File: src/shared/adcsc_pkg.sv
// Constants for the converter sequence controller: register map, field positions,
// reset values and conversion timing. Shared by the controller and its prescaler.
package adcsc_pkg;

	localparam int ADCSC_ADDR_W = 5;
	localparam int ADCSC_DATA_W = 8;
	localparam int ADCSC_RES_W = 10;
	localparam int ADCSC_PRS_W = 5;
	localparam int ADCSC_CNT_W = 6;

	// Register addresses
	localparam logic [4:0] ADCSC_ADDR_CTL0 = 5'h00;
	localparam logic [4:0] ADCSC_ADDR_CTL1 = 5'h01;
	localparam logic [4:0] ADCSC_ADDR_CTL2 = 5'h02;
	localparam logic [4:0] ADCSC_ADDR_CTL3 = 5'h03;
	localparam logic [4:0] ADCSC_ADDR_CTL4 = 5'h04;
	localparam logic [4:0] ADCSC_ADDR_CTL5 = 5'h05;
	localparam logic [4:0] ADCSC_ADDR_STAT_SEQ = 5'h06;
	localparam logic [4:0] ADCSC_ADDR_STAT_RES = 5'h07;
	// Results: 5'h10 + 2*n high byte, 5'h11 + 2*n low byte
	localparam int ADCSC_RES_SEL_BIT = 4;

	// Power and interrupt control fields
	localparam int ADCSC_PWR_BIT = 7;
	localparam int ADCSC_FFC_BIT = 6;
	localparam int ADCSC_WAIT_BIT = 5;
	localparam int ADCSC_IE_BIT = 1;
	localparam int ADCSC_IF_BIT = 0;
	// Freeze field
	localparam int ADCSC_FRZ_HI = 1;
	localparam int ADCSC_FRZ_LO = 0;
	localparam logic [1:0] ADCSC_FRZ_RUN = 2'h0;
	localparam logic [1:0] ADCSC_FRZ_FINISH = 2'h2;
	localparam logic [1:0] ADCSC_FRZ_NOW = 2'h3;
	// Timing and prescale fields
	localparam int ADCSC_TEN_BIT = 7;
	localparam int ADCSC_SMP_HI = 6;
	localparam int ADCSC_SMP_LO = 5;
	localparam int ADCSC_PRS_HI = 4;
	localparam int ADCSC_PRS_LO = 0;
	// Sequence start fields
	localparam int ADCSC_LEN8_BIT = 6;
	localparam int ADCSC_SCAN_BIT = 5;
	localparam int ADCSC_MULT_BIT = 4;
	localparam int ADCSC_CH_HI = 3;
	localparam int ADCSC_CH_LO = 0;
	// Sequence status fields
	localparam int ADCSC_SCF_BIT = 7;

	// Reset values; prescale 1 gives a total divide of four
	localparam logic [7:0] ADCSC_CTL0_RST = 8'h00;
	localparam logic [7:0] ADCSC_CTL2_RST = 8'h00;
	localparam logic [7:0] ADCSC_CTL3_RST = 8'h00;
	localparam logic [7:0] ADCSC_CTL4_RST = 8'h01;
	localparam logic [7:0] ADCSC_CTL5_RST = 8'h00;

	// Conversion timing in converter clocks
	localparam logic [5:0] ADCSC_BASE_EIGHT = 6'h10;
	localparam logic [5:0] ADCSC_BASE_TEN = 6'h12;
	localparam logic [5:0] ADCSC_SAMPLE_MIN = 6'h02;
	localparam logic [2:0] ADCSC_LAST_OF_FOUR = 3'h3;
	localparam logic [2:0] ADCSC_LAST_OF_EIGHT = 3'h7;

endpackage

File: src/hw/adcsc_prescaler.sv
// Converter clock prescaler: modulo (value + 1) counter feeding a divide-by-two.
// Assumes the bus clock domain only; the divided clock is also given as a tick enable.
`timescale 1ns/1ps
module adcsc_prescaler
	import adcsc_pkg::*;
#(
	parameter int PRS_W = ADCSC_PRS_W
) (
	input wire logic clk,
	input wire logic rst,
	input wire logic ce,
	input wire logic enable,
	input wire logic [PRS_W-1:0] prescale,
	output logic conv_clk,
	output logic conv_tick
);

	logic [PRS_W-1:0] cnt_reg, cnt_next;
	logic level_reg, level_next;
	logic tick_reg, tick_next;
	logic wrap;

	always_comb begin
		wrap = (cnt_reg >= prescale);
		cnt_next = cnt_reg;
		level_next = level_reg;
		tick_next = 1'b0;
		if (!enable) begin
			// Clock gated off while powered down
			cnt_next = '0;
			level_next = 1'b0;
		end else if (wrap) begin
			cnt_next = '0;
			level_next = !level_reg;
			tick_next = !level_reg;
		end else begin
			cnt_next = cnt_reg + 1'b1;
		end
	end

	always_ff @(posedge clk) begin
		if (rst) begin
			cnt_reg <= '0;
			level_reg <= 1'b0;
			tick_reg <= 1'b0;
		end else if (ce) begin
			cnt_reg <= cnt_next;
			level_reg <= level_next;
			tick_reg <= tick_next;
		end
	end

	assign conv_clk = level_reg;
	assign conv_tick = tick_reg;

endmodule

File: src/hw/adcsc_controller.sv
// Sequencing and register logic of a sixteen-channel successive-approximation converter.
// Assumes a converter core that presents its result on conv_data by the last converter
// clock of a conversion, and register strobes synchronous to clk.
//
// Decided for this implementation: the plain strobed port and the register addresses.
`timescale 1ns/1ps
module adcsc_controller
	import adcsc_pkg::*;
#(
	parameter int RES_W = ADCSC_RES_W,
	parameter int NUM_RES = 8
) (
	input wire logic clk,
	input wire logic rst,
	input wire logic ce,
	input wire logic [ADCSC_ADDR_W-1:0] addr,
	input wire logic [ADCSC_DATA_W-1:0] wdata,
	input wire logic wr,
	input wire logic rd,
	output logic [ADCSC_DATA_W-1:0] rdata,
	input wire logic special_mode,
	input wire logic wait_mode,
	input wire logic background_debug_active,
	input wire logic [RES_W-1:0] conv_data,
	output logic converter_power_up,
	output logic conv_clk,
	output logic conv_sample,
	output logic [3:0] conv_channel,
	output logic conv_ten_bit,
	output logic conv_busy,
	output logic irq
);

	typedef enum logic [0:0] {
		ADCSC_IDLE,
		ADCSC_RUN
	} adcsc_state_e;

	// Control registers
	logic [7:0] ctl0_reg, ctl0_next;
	logic [7:0] ctl2_reg, ctl2_next;
	logic [7:0] ctl3_reg, ctl3_next;
	logic [7:0] ctl4_reg, ctl4_next;
	logic [7:0] ctl5_reg, ctl5_next;
	logic wr_ctl0, wr_ctl2, wr_ctl3, wr_ctl4, wr_ctl5;
	logic res_access, res_read;
	logic [2:0] res_sel;

	assign wr_ctl0 = wr && (addr == ADCSC_ADDR_CTL0);
	assign wr_ctl2 = wr && (addr == ADCSC_ADDR_CTL2);
	assign wr_ctl3 = wr && (addr == ADCSC_ADDR_CTL3);
	assign wr_ctl4 = wr && (addr == ADCSC_ADDR_CTL4);
	assign wr_ctl5 = wr && (addr == ADCSC_ADDR_CTL5);
	assign res_access = (wr || rd) && addr[ADCSC_RES_SEL_BIT];
	assign res_read = rd && addr[ADCSC_RES_SEL_BIT];
	assign res_sel = addr[3:1];

	always_comb begin
		ctl0_next = ctl0_reg;
		ctl2_next = ctl2_reg;
		ctl3_next = ctl3_reg;
		ctl4_next = ctl4_reg;
		ctl5_next = ctl5_reg;
		if (wr_ctl0) begin
			ctl0_next = wdata;
		end
		if (wr_ctl2) begin
			// Interrupt flag is not stored here and cannot be written
			ctl2_next = wdata;
			ctl2_next[ADCSC_IF_BIT] = 1'b0;
		end
		if (wr_ctl3) begin
			ctl3_next = wdata;
		end
		if (wr_ctl4) begin
			ctl4_next = wdata;
		end
		if (wr_ctl5) begin
			ctl5_next = wdata;
		end
		// The reserved register has no storage, so a write changes nothing
	end

	always_ff @(posedge clk) begin
		if (rst) begin
			ctl0_reg <= ADCSC_CTL0_RST;
			ctl2_reg <= ADCSC_CTL2_RST;
			ctl3_reg <= ADCSC_CTL3_RST;
			ctl4_reg <= ADCSC_CTL4_RST;
			ctl5_reg <= ADCSC_CTL5_RST;
		end else if (ce) begin
			ctl0_reg <= ctl0_next;
			ctl2_reg <= ctl2_next;
			ctl3_reg <= ctl3_next;
			ctl4_reg <= ctl4_next;
			ctl5_reg <= ctl5_next;
		end
	end

	// Field decode
	logic pwr_on, fast_clear, wait_stop, irq_en, ten_bit;
	logic [1:0] freeze_sel, smp_sel;
	logic [5:0] sample_ticks, conv_total;
	logic conv_tick;

	assign pwr_on = ctl2_reg[ADCSC_PWR_BIT];
	assign fast_clear = ctl2_reg[ADCSC_FFC_BIT];
	assign wait_stop = ctl2_reg[ADCSC_WAIT_BIT];
	assign irq_en = ctl2_reg[ADCSC_IE_BIT];
	assign freeze_sel = ctl3_reg[ADCSC_FRZ_HI:ADCSC_FRZ_LO];
	assign ten_bit = ctl4_reg[ADCSC_TEN_BIT];
	assign smp_sel = ctl4_reg[ADCSC_SMP_HI:ADCSC_SMP_LO];
	assign sample_ticks = ADCSC_SAMPLE_MIN << smp_sel;
	assign conv_total = (ten_bit ? ADCSC_BASE_TEN : ADCSC_BASE_EIGHT) + sample_ticks;

	// Converter clock, gated off while powered down
	adcsc_prescaler #(
		.PRS_W(ADCSC_PRS_W)
	) u_prescaler (
		.clk(clk),
		.rst(rst),
		.ce(ce),
		.enable(pwr_on),
		.prescale(ctl4_reg[ADCSC_PRS_HI:ADCSC_PRS_LO]),
		.conv_clk(conv_clk),
		.conv_tick(conv_tick)
	);

	// Sequencer
	adcsc_state_e state_reg, state_next;
	logic [2:0] idx_reg, idx_next;
	logic [5:0] cnt_reg, cnt_next;
	logic abort, start, stall, conv_done, seq_done;
	logic [2:0] last_idx;

	// A write to CTL0, CTL2, CTL3 or CTL4, or power-down, drops the sequence; only a start write resumes
	assign abort = wr_ctl0 || wr_ctl2 || wr_ctl3 || wr_ctl4 || !pwr_on;
	assign start = wr_ctl5 && pwr_on;
	assign last_idx = ctl5_reg[ADCSC_LEN8_BIT] ? ADCSC_LAST_OF_EIGHT : ADCSC_LAST_OF_FOUR;

	always_comb begin
		stall = 1'b0;
		if (wait_stop && wait_mode) begin
			stall = 1'b1;
		end
		if (background_debug_active) begin
			case (freeze_sel)
				ADCSC_FRZ_NOW: stall = 1'b1;
				ADCSC_FRZ_FINISH: begin
					// Hold only between conversions, so the current one completes
					if (cnt_reg == 6'h00) begin
						stall = 1'b1;
					end
				end
				default: begin
				end
			endcase
		end
	end

	always_comb begin
		state_next = state_reg;
		idx_next = idx_reg;
		cnt_next = cnt_reg;
		conv_done = 1'b0;
		seq_done = 1'b0;
		case (state_reg)
			ADCSC_IDLE: begin
				cnt_next = 6'h00;
			end
			ADCSC_RUN: begin
				if (conv_tick && !stall) begin
					if (cnt_reg == conv_total - 6'h01) begin
						cnt_next = 6'h00;
						conv_done = 1'b1;
						if (idx_reg == last_idx) begin
							seq_done = 1'b1;
							idx_next = 3'h0;
							if (!ctl5_reg[ADCSC_SCAN_BIT]) begin
								state_next = ADCSC_IDLE;
							end
						end else begin
							idx_next = idx_reg + 3'h1;
						end
					end else begin
						cnt_next = cnt_reg + 6'h01;
					end
				end
			end
			default: begin
				state_next = ADCSC_IDLE;
			end
		endcase
		if (start) begin
			// Restart from the first conversion
			state_next = ADCSC_RUN;
			idx_next = 3'h0;
			cnt_next = 6'h00;
		end else if (abort) begin
			state_next = ADCSC_IDLE;
			idx_next = 3'h0;
			cnt_next = 6'h00;
		end
	end

	always_ff @(posedge clk) begin
		if (rst) begin
			state_reg <= ADCSC_IDLE;
			idx_reg <= 3'h0;
			cnt_reg <= 6'h00;
		end else if (ce) begin
			state_reg <= state_next;
			idx_reg <= idx_next;
			cnt_reg <= cnt_next;
		end
	end

	// Results and completion flags
	logic [RES_W-1:0] res_mem [NUM_RES];
	logic [RES_W-1:0] res_mem_next [NUM_RES];
	logic [NUM_RES-1:0] ccf_reg, ccf_next;
	logic [NUM_RES-1:0] seen_reg, seen_next;
	logic scf_reg, scf_next;
	logic status_read;

	assign status_read = rd && ((addr == ADCSC_ADDR_STAT_SEQ) || (addr == ADCSC_ADDR_STAT_RES));

	always_comb begin
		res_mem_next = res_mem;
		ccf_next = ccf_reg;
		seen_next = seen_reg;
		scf_next = scf_reg;
		if (status_read) begin
			seen_next = ccf_reg;
		end
		if (res_access) begin
			if (fast_clear) begin
				ccf_next[res_sel] = 1'b0;
				seen_next[res_sel] = 1'b0;
			end else if (rd && seen_reg[res_sel]) begin
				ccf_next[res_sel] = 1'b0;
				seen_next[res_sel] = 1'b0;
			end
		end
		if (fast_clear && res_read) begin
			scf_next = 1'b0;
		end
		if (wr_ctl5) begin
			ccf_next = '0;
			seen_next = '0;
			scf_next = 1'b0;
		end
		// Hardware set wins over a clear in the same cycle
		if (conv_done) begin
			res_mem_next[idx_reg] = conv_data;
			ccf_next[idx_reg] = 1'b1;
		end
		if (seq_done) begin
			scf_next = 1'b1;
		end
	end

	always_ff @(posedge clk) begin
		if (rst) begin
			for (int i = 0; i < NUM_RES; i++) begin
				res_mem[i] <= '0;
			end
			ccf_reg <= '0;
			seen_reg <= '0;
			scf_reg <= 1'b0;
		end else if (ce) begin
			res_mem <= res_mem_next;
			ccf_reg <= ccf_next;
			seen_reg <= seen_next;
			scf_reg <= scf_next;
		end
	end

	// Register read-back, one cycle after the read strobe
	logic [7:0] rdata_reg, rdata_next;
	logic [RES_W-1:0] res_word;

	assign res_word = res_mem[res_sel];

	always_comb begin
		rdata_next = 8'h00;
		if (rd) begin
			if (addr[ADCSC_RES_SEL_BIT]) begin
				// Left-justified: high byte holds the top eight bits
				if (addr[0]) begin
					rdata_next = {res_word[1:0], 6'h00};
				end else begin
					rdata_next = res_word[9:2];
				end
			end else begin
				case (addr)
					ADCSC_ADDR_CTL0: rdata_next = ctl0_reg;
					ADCSC_ADDR_CTL1: rdata_next = special_mode ? 8'h00 : 8'h00;
					ADCSC_ADDR_CTL2: begin
						rdata_next = ctl2_reg;
						rdata_next[ADCSC_IF_BIT] = scf_reg;
					end
					ADCSC_ADDR_CTL3: rdata_next = ctl3_reg;
					ADCSC_ADDR_CTL4: rdata_next = ctl4_reg;
					ADCSC_ADDR_CTL5: rdata_next = ctl5_reg;
					ADCSC_ADDR_STAT_SEQ: begin
						rdata_next = {scf_reg, 4'h0, idx_reg};
					end
					ADCSC_ADDR_STAT_RES: rdata_next = ccf_reg;
					default: rdata_next = 8'h00;
				endcase
			end
		end
	end

	always_ff @(posedge clk) begin
		if (rst) begin
			rdata_reg <= 8'h00;
		end else if (ce) begin
			rdata_reg <= rdata_next;
		end
	end

	// Converter core controls
	logic [3:0] chan_sel;
	logic [3:0] base_chan;

	assign base_chan = ctl5_reg[ADCSC_CH_HI:ADCSC_CH_LO];

	always_comb begin
		chan_sel = base_chan;
		if (ctl5_reg[ADCSC_MULT_BIT]) begin
			if (ctl5_reg[ADCSC_LEN8_BIT]) begin
				chan_sel = {base_chan[3], idx_reg};
			end else begin
				chan_sel = {base_chan[3:2], idx_reg[1:0]};
			end
		end
	end

	assign rdata = rdata_reg;
	assign converter_power_up = pwr_on;
	assign conv_busy = (state_reg == ADCSC_RUN);
	assign conv_sample = conv_busy && (cnt_reg < sample_ticks);
	assign conv_channel = chan_sel;
	assign conv_ten_bit = ten_bit;
	assign irq = scf_reg && irq_en;

endmodule

File: config.mk
export PLATFORM = sky130hd
export DESIGN_NAME = adcsc_controller
export DESIGN_NICKNAME = d
export VERILOG_FILES = /design/src/shared/adcsc_pkg.sv /design/src/hw/adcsc_prescaler.sv /design/src/hw/adcsc_controller.sv
export SDC_FILE = /design/constraint.sdc
export NUM_CORES = 1
export LEC_CHECK = 0
export BUFFER_PORTS_ARGS = -buffer_cell sky130_fd_sc_hd__buf_2
export CORE_AREA = 2 2 195 197
export DETAILED_ROUTE_END_ITERATION = 8
export DIE_AREA = 0 0 197 199
export SLEW_MARGIN = 10
export SYNTH_ARGS = -nofsm -noshare
export SYNTH_HDL_FRONTEND = slang
export SYNTH_SLANG_ARGS = --single-unit
File: constraint.sdc
create_clock -name clk -period 4 [get_ports clk]
set_input_delay 0.4 -clock clk [delete_from_list [all_inputs] [get_ports clk]]
set_output_delay 0.4 -clock clk [all_outputs]
set_load 0.01 [all_outputs]
==> out/qor.yml, run 1 <==
status: "finished clean"
cp.depth: 10
p_per_area_nw_per_um2: 349.4
nNetsFinal: 996
postSynthAreaPerCell_sq_um: 9.057
hold_violations: 0
dp_cells: 1401
synth-xor-area-share_pct: 1.109
synthToLayoutAreaGrowth_pct: 13.95
grt_pass1_vias: 6781
cts_resized: 0
fin_tns_setup_ns: 0
dp_slack_ns: 0.7221
vdd_drop_max_v: 0.0002978
io_pins: 49
cts_buffers: 17
routedWlPerCell_microns: 17.25
viasPerCell: 4.911
insertion_delay_ns: 0.43
max-slew-margin-rel_pct: 36.04
r2r_slack_ns: 0.70
rsz0062_at_grt: "false"
p_leak_nw: 3.486
reg2regPathDepth: 10
fin_cells: 1434
synthSimpleGateAreaFrac_pct: 18.36
grt_pass1_wl_mm: 39.02
drtIter0Drc: 628
gp_congestion: 0.8903
synth_cells: 934
clock.fmax_ghz: 0.3031
die_w_microns: 197
postLayoutSetupSlackWorst_ns: 0.7009
design.core.area_sq_um: 37130
cp.required_ns: 4.31
cp_top_family: "simple AND/OR/NAND/NOR gates"
setup.worst_path.class: "reg2reg"
hold_class: "in2reg"
arrival_ns: 3.60
holdWs_ns: 0.2420
dp_hpwl_mm: 16.92
synth_fp_nets: 984
worst_pin_slew_ns: 0.9493
core.rowCount: 71
finalCritPeriodShare_pct: 82.48
cts_tree: "built"
drive_gt1_share_pct: 15.22
final-max-slew-violation-count: 0
synth_top_family_by_area: "multiplexers"
crit_path_end_kind: "register"
gr-total-overflow: 0
detail-route-antenna-nets: 0
htreeDepth: 4
hold_depth: 3
drcViolationCount: 0
drv_cap: 0
io_buffer_count: 47
ys.flop_type: "dfxtp_1"
cts_buffer_depth: 2
totalWireLength_mm: 24.73
vias: 7043
synthMuxAreaShare_pct: 19.83
seq_area_frac_synth_pct: 38.10
crit_buf_inv: 1
p_total_mw: 3.368
fin_crit_ns: 3.299
drtPass1Iterations: 5
synth-edff-count: 0
synth_adder_area_share_pct: 2.899
largest_reg_flops: 80
async_flop_share_pct: 0
cts_sinks: 161
synth-compound-area-share_pct: 13.58
clk_pin_slew_ns: 0.07
ctsHoldBuffers: 0
start_kind: "register"
critical_path.max_stage_delay_ns: 0.48
path_cells: "nor2b_1 -> nor2_1 -> fa_1 -> xor3_1 -> nor4_4 -> o211ai_4 -> nor4_4 -> buf_4 -> mux2i_1 -> nor2_1"
ys_types: 73
cp_max_fo: 17
die-area_sq_um: 39200
synth_area_sq_um: 8459
initial_utilization_pct: 22.78
antenna_found_initial: 4
synth-seq-cells: 161
postCtsSetupRepairBufs: 0
cts-root-buf: "clkbuf_16"
finalSetupViolCount: 0
worst_clock_skew_ns: 0.007155
die_height_microns: 199
max_flop_register: "res_mem"
crit_slowest_cell: "dfxtp_1"
grt_usage_pct: 12.83
grt_max_degree: 70
ys_warn_count: 0
==> path summary, 6_finish.rpt <==
path,start,end
worst min register to register,rdata[7]$_SDFFE_PP0P_,rdata[7]$_SDFFE_PP0P_
worst min-delay path,wdata[0],ctl4_reg[0]$_SDFFE_PP1P_
worst max-delay path,ctl4_reg[5]$_SDFFE_PP0P_,res_mem[63]$_SDFFE_PP0P_
worst max register to register,ctl4_reg[5]$_SDFFE_PP0P_,res_mem[63]$_SDFFE_PP0P_
==> area by class of cell <==
type                       instances  area, sq um
sequential                       161         3223
clock buffer                      18        429.2
multi-input combinational        659         4723
timing repair buffer              69        402.9
fill                            3959        27490
antenna                            1        2.502
clock inverter                    14        122.6
tap                              474        593.1
inverter                          38        142.6
==> cell usage after synthesis, types with 4 or more instances <==
cell	number	area, sq um
dfxtp_1	161	3223
nor2_1	153	574.3
mux2i_1	135	1351
nand2_1	48	180.2
clkbuf_1	43	161.4
a21oi_1	42	210.2
inv_1	30	112.6
buf_2	21	105.1
o21ai_0	21	105.1
ha_1	18	225.2
a31oi_1	16	100.1
nand3_1	15	75.07
nor3_1	15	75.07
o211ai_1	13	97.59
a22oi_1	12	90.09
mux2_2	11	123.9
nand2b_1	10	62.56
o22ai_1	10	62.56
mux4_2	9	202.7
nand4_1	9	56.30
inv_2	8	30.03
nor4_4	8	170.2
or3_1	8	50.05
and3_1	7	43.79
buf_6	7	78.83
o21ai_1	7	35.03
o221ai_1	7	61.31
a32oi_1	5	43.79
nor2b_1	5	31.28
xor2_1	5	43.79
o21bai_1	4	30.03
==> tightest hold or removal path: stages <==
cell and delay (ns):
buf_2 0.12, mux2i_1 0.07, nand2_1 0.06
==> where the power goes <==
part	leakage (nW)	switching, mW	internal [mW]
combinational	1.93	0.154	0.0577
clock	0.258	0.735	0.813
sequential	1.30	0.00286	1.61
==> per-layer routing <==
| metal | up-vias | part of all wire [%] | wire [microns] | GRT usage (%) |
|---|---|---|---|---|
| li1 | 3349 | - | - | - |
| met1 | 3406 | 47 | 11570 | 17.10 |
| met2 | 245 | 44 | 10970 | 19.75 |
| met3 | 37 | 6.8 | 1676 | 3.934 |
| met4 | 6 | 1.9 | 475 | 4.094 |
| met5 | - | 0.15 | 36 | 0 |
==> cell usage in the layout (no fill, tap or decap), types with 11 or more instances in the layout <==
| master | n |
|---|---|
| a21oi_1 | 42 |
| a22oi_1 | 12 |
| a31oi_1 | 16 |
| buf_2 | 46 |
| buf_4 | 23 |
| clkbuf_16 | 17 |
| dfxtp_1 | 161 |
| ha_1 | 18 |
| inv_1 | 30 |
| mux2_2 | 11 |
| mux2i_1 | 135 |
| nand2_1 | 48 |
| nand3_1 | 15 |
| nor2_1 | 153 |
| nor3_1 | 14 |
| o211ai_1 | 13 |
| o21ai_0 | 21 |
==> stage by stage <==
step / util (%) / cell area (sq um)
5_1_grt: 25.95 / 9637
3_5_place_dp: 24.47 / 9085
2_1_floorplan: - / 8459
6_report: 25.96 / 9639
4_1_cts: 25.95 / 9637
3_3_place_gp: 24.47 / 9085
==> cells by family after synthesis <==
logic type                 Yosys count
AOI/OAI and AO/OA                  171
DFF                                161
adders and majority gates           19
buffers and inverters              114
and+or+nand+nor                    305
muxes                              155
xor gates and xnor gates             9
No activity file was read; power rests on OpenSTA's default activity.
==> run 2, diff against run 1 <==
--- a/config.mk
+++ b/config.mk
@@ -5,10 +5,11 @@
 export SDC_FILE = /design/constraint.sdc
 export NUM_CORES = 1
 export LEC_CHECK = 0
+export ABC_AREA = 1
 export BUFFER_PORTS_ARGS = -buffer_cell sky130_fd_sc_hd__buf_2
-export CORE_AREA = 2 2 195 197
+export CORE_AREA = 2 2 196 198
 export DETAILED_ROUTE_END_ITERATION = 8
-export DIE_AREA = 0 0 197 199
+export DIE_AREA = 0 0 198 200
 export SLEW_MARGIN = 10
 export SYNTH_ARGS = -nofsm -noshare
 export SYNTH_HDL_FRONTEND = slang
==> constraint.sdc (replaced) <==
create_clock -name clk -period 3.3 [get_ports clk]
set_input_delay 0.33 -clock clk [delete_from_list [all_inputs] [get_ports clk]]
set_output_delay 0.33 -clock clk [all_outputs]
set_load 0.01 [all_outputs]
==> run 2 against run 1 <==
Wire length is 8.3% higher. Synthesized area is 0.53% higher. Critical endpoint is now conv_sample. Via count is 20% higher. Setup slack worse by 0.40 ns. Flip-flop and latch count stayed put. Sequential share of layout area is 0.86 points lower.
==> out/qor.yml, run 2 <==
status: "finished clean"
synth_area_sq_um: 8504
vias: 8477
r2r-end: "res_mem[54]$_SDFFE_PP0P_"
finalCritPeriodShare_pct: 90.74
design.core.area_sq_um: 37400
final-max-slew-violation-count: 0
synthToLayoutAreaGrowth_pct: 16.33
cts_buffers: 17
die-area_sq_um: 39600
max-slew-margin-rel_pct: 36.28
grt_pass1_wl_mm: 42.04
dp_hpwl_mm: 18.96
dp_cells: 1836
hold_violations: 0
grt_pass1_vias: 7678
rsz0062_at_grt: "false"
ys_warn_count: 0
gr-total-overflow: 0
drtIter0Drc: 872
postCtsSetupRepairBufs: 0
antenna_found_initial: 2
setup.worst_path.class: "reg2out"
die_height_microns: 200
async_flop_share_pct: 0
synth_common_cells: "326 x nand2_1, 260 x nor2_1, 161 x dfxtp_1"
routedWlPerCell_microns: 14.34
holdCritStartpoint: "wdata[0]"
io_buffer_count: 47
largest_reg_flops: 80
p_per_area_nw_per_um2: 441.2
crit_path_end_kind: "primary output"
synth-edff-count: 0
reg2regPathDepth: 17
synth_fp_nets: 1367
grt_usage_pct: 13.84
netlist.area_leader.share_pct: 37.90
p_leak_nw: 4.357
hold_depth: 3
drive_gt1_share_pct: 10.32
drv_cap: 0
max_flop_register: "res_mem"
cts_resized: 0
cp_max_fo: 6
rr_startpoint: "ctl4_reg[6]$_SDFFE_PP0P_"
start_kind: "register"
synth_cells: 1317
arrival_ns: 2.66
num-fill-cells: 4146
core.rowCount: 71
clk_pin_slew_ns: 0.07
nNetsFinal: 1394
synth_top_area_cell: "dfxtp_1"
ys.flop_type: "dfxtp_1"
drcViolationCount: 0
cts-root-buf: "clkbuf_16"
grt_max_degree: 82
vdd_drop_max_v: 0.0003801
dp_slack_ns: 0.4249
initial_utilization_pct: 22.74
cts_buffer_depth: 2
fin_cells: 1868
viasPerCell: 4.538
ys_types: 38
cts_sinks: 161
worst_pin_slew_ns: 0.9523
detail-route-antenna-nets: 0
final_cell_mix: "326 x nand2_1, 260 x nor2_1, 161 x dfxtp_1"
yosys-top-cells-area: "dfxtp_1 38%, nand2_1 14%, nor2_1 11%, inv_1 6.5%, a21oi_1 4.7%"
totalWireLength_mm: 26.78
die_w_microns: 198
drtPass1Iterations: 8
io_pins: 49
postLayoutSetupSlackWorst_ns: 0.3056
finalSetupViolCount: 0
cts_tree: "built"
worst_clock_skew_ns: 0.01074
diodes: 0
ctsHoldBuffers: 0
fin_crit_ns: 2.994
hold_end: "ctl4_reg[0]$_SDFFE_PP1P_"
fin_tns_setup_ns: 0
insertion_delay_ns: 0.45
seq_area_frac_synth_pct: 37.90
synth-seq-cells: 161
htreeDepth: 4
r2r_slack_ns: 0.42
cp.required_ns: 2.97
hold_class: "in2reg"
yosys.cell_count.top_type: "nand2_1"
postSynthAreaPerCell_sq_um: 6.457
gp_congestion: 0.9293
layout_commonest_cell: "nand2_1"
clock.fmax_ghz: 0.3340
run 2: changes by cell type after synthesis, sizes merged, moves of 28 or more:
cell	delta
nand2	+282
a21oi	+40
mux2i	-135
nand3	+49
o21ai	+38
nor2	+125
inv	+118
nand4	+28
run 2: how the worst max path moves through the flow:
stage                                   from  slack (ns)                       end  cells after the start
floorplan           ctl4_reg[6]$_SDFFE_PP0P_        0.94  res_mem[20]$_SDFFE_PP0P_                     16
global placement    ctl4_reg[6]$_SDFFE_PP0P_        0.47  res_mem[12]$_SDFFE_PP0P_                     14
detailed placement  ctl4_reg[6]$_SDFFE_PP0P_        0.42  res_mem[15]$_SDFFE_PP0P_                     14
CTS                 ctl4_reg[6]$_SDFFE_PP0P_        0.28               conv_sample                      8
global route        ctl4_reg[6]$_SDFFE_PP0P_        0.14  res_mem[56]$_SDFFE_PP0P_                     17
finish              ctl4_reg[6]$_SDFFE_PP0P_        0.31               conv_sample                      8
run 2: cells by family (layout without fill, tap and decap cells):
group	after synthesis	count (layout)	share of synthesized area [%]
buf+inv	218	258	10.56
mux	2	2	0.2648
xor+xnor	6	6	0.6179
flops	161	161	37.90
compound gates	187	187	11.93
simple gates	724	724	35.84
fa+ha+maj	19	19	2.884
run 2: metrics by stage:
stage / utilization (%) / instance area, sq um / total power [mW] / hold slack, ns
after floorplan: - / 8504 / 2.164 / 0.4245
after global placement: 24.78 / 9266 / 2.268 / 0.4422
after detailed placement: 24.78 / 9266 / 2.270 / 0.4518
after CTS: 26.45 / 9893 / 4.395 / 0.1761
after global routing: 26.45 / 9893 / 4.502 / 0.2043
final: 26.45 / 9893 / 4.365 / 0.1812
run 2: final cells by class:
cell class                 count  area (sq um)  share of cell area, %
timing repair buffer          67         422.9                  4.275
sequential                   161          3223                  32.58
clock inverter                 8         125.1                  1.265
clock buffer                  24         501.7                  5.071
tap                          511         639.4                  6.463
inverter                     159         598.1                  6.045
multi-input combinational    938          4383                  44.30
run 2: report_power, final:
group / internal, mW / total, mW / leakage (nW) / switching (mW)
sequential: 1.95 / 1.96 / 1.30 / 0.00954
clock: 1.29 / 2.13 / 0.306 / 0.842
combinational: 0.0687 / 0.270 / 2.75 / 0.201
run 2: critical path: stages, from the launching register on:
cell	delay [ns]
dfxtp_1	0.34
inv_1	0.21
ha_1	0.27
inv_1	0.09
ha_1	0.28
a21oi_1	0.15
o21bai_1	0.08
a2111oi_0	0.56
buf_2	0.24
run 2: layer usage:
metal	GRT usage (%)	up-vias	share of wire (%)
li1	-	4225	-
met4	5.319	6	2.8
met3	3.948	53	8.2
met2	20.67	301	42
met1	18.68	3892	46
met5	1.728	-	0.43
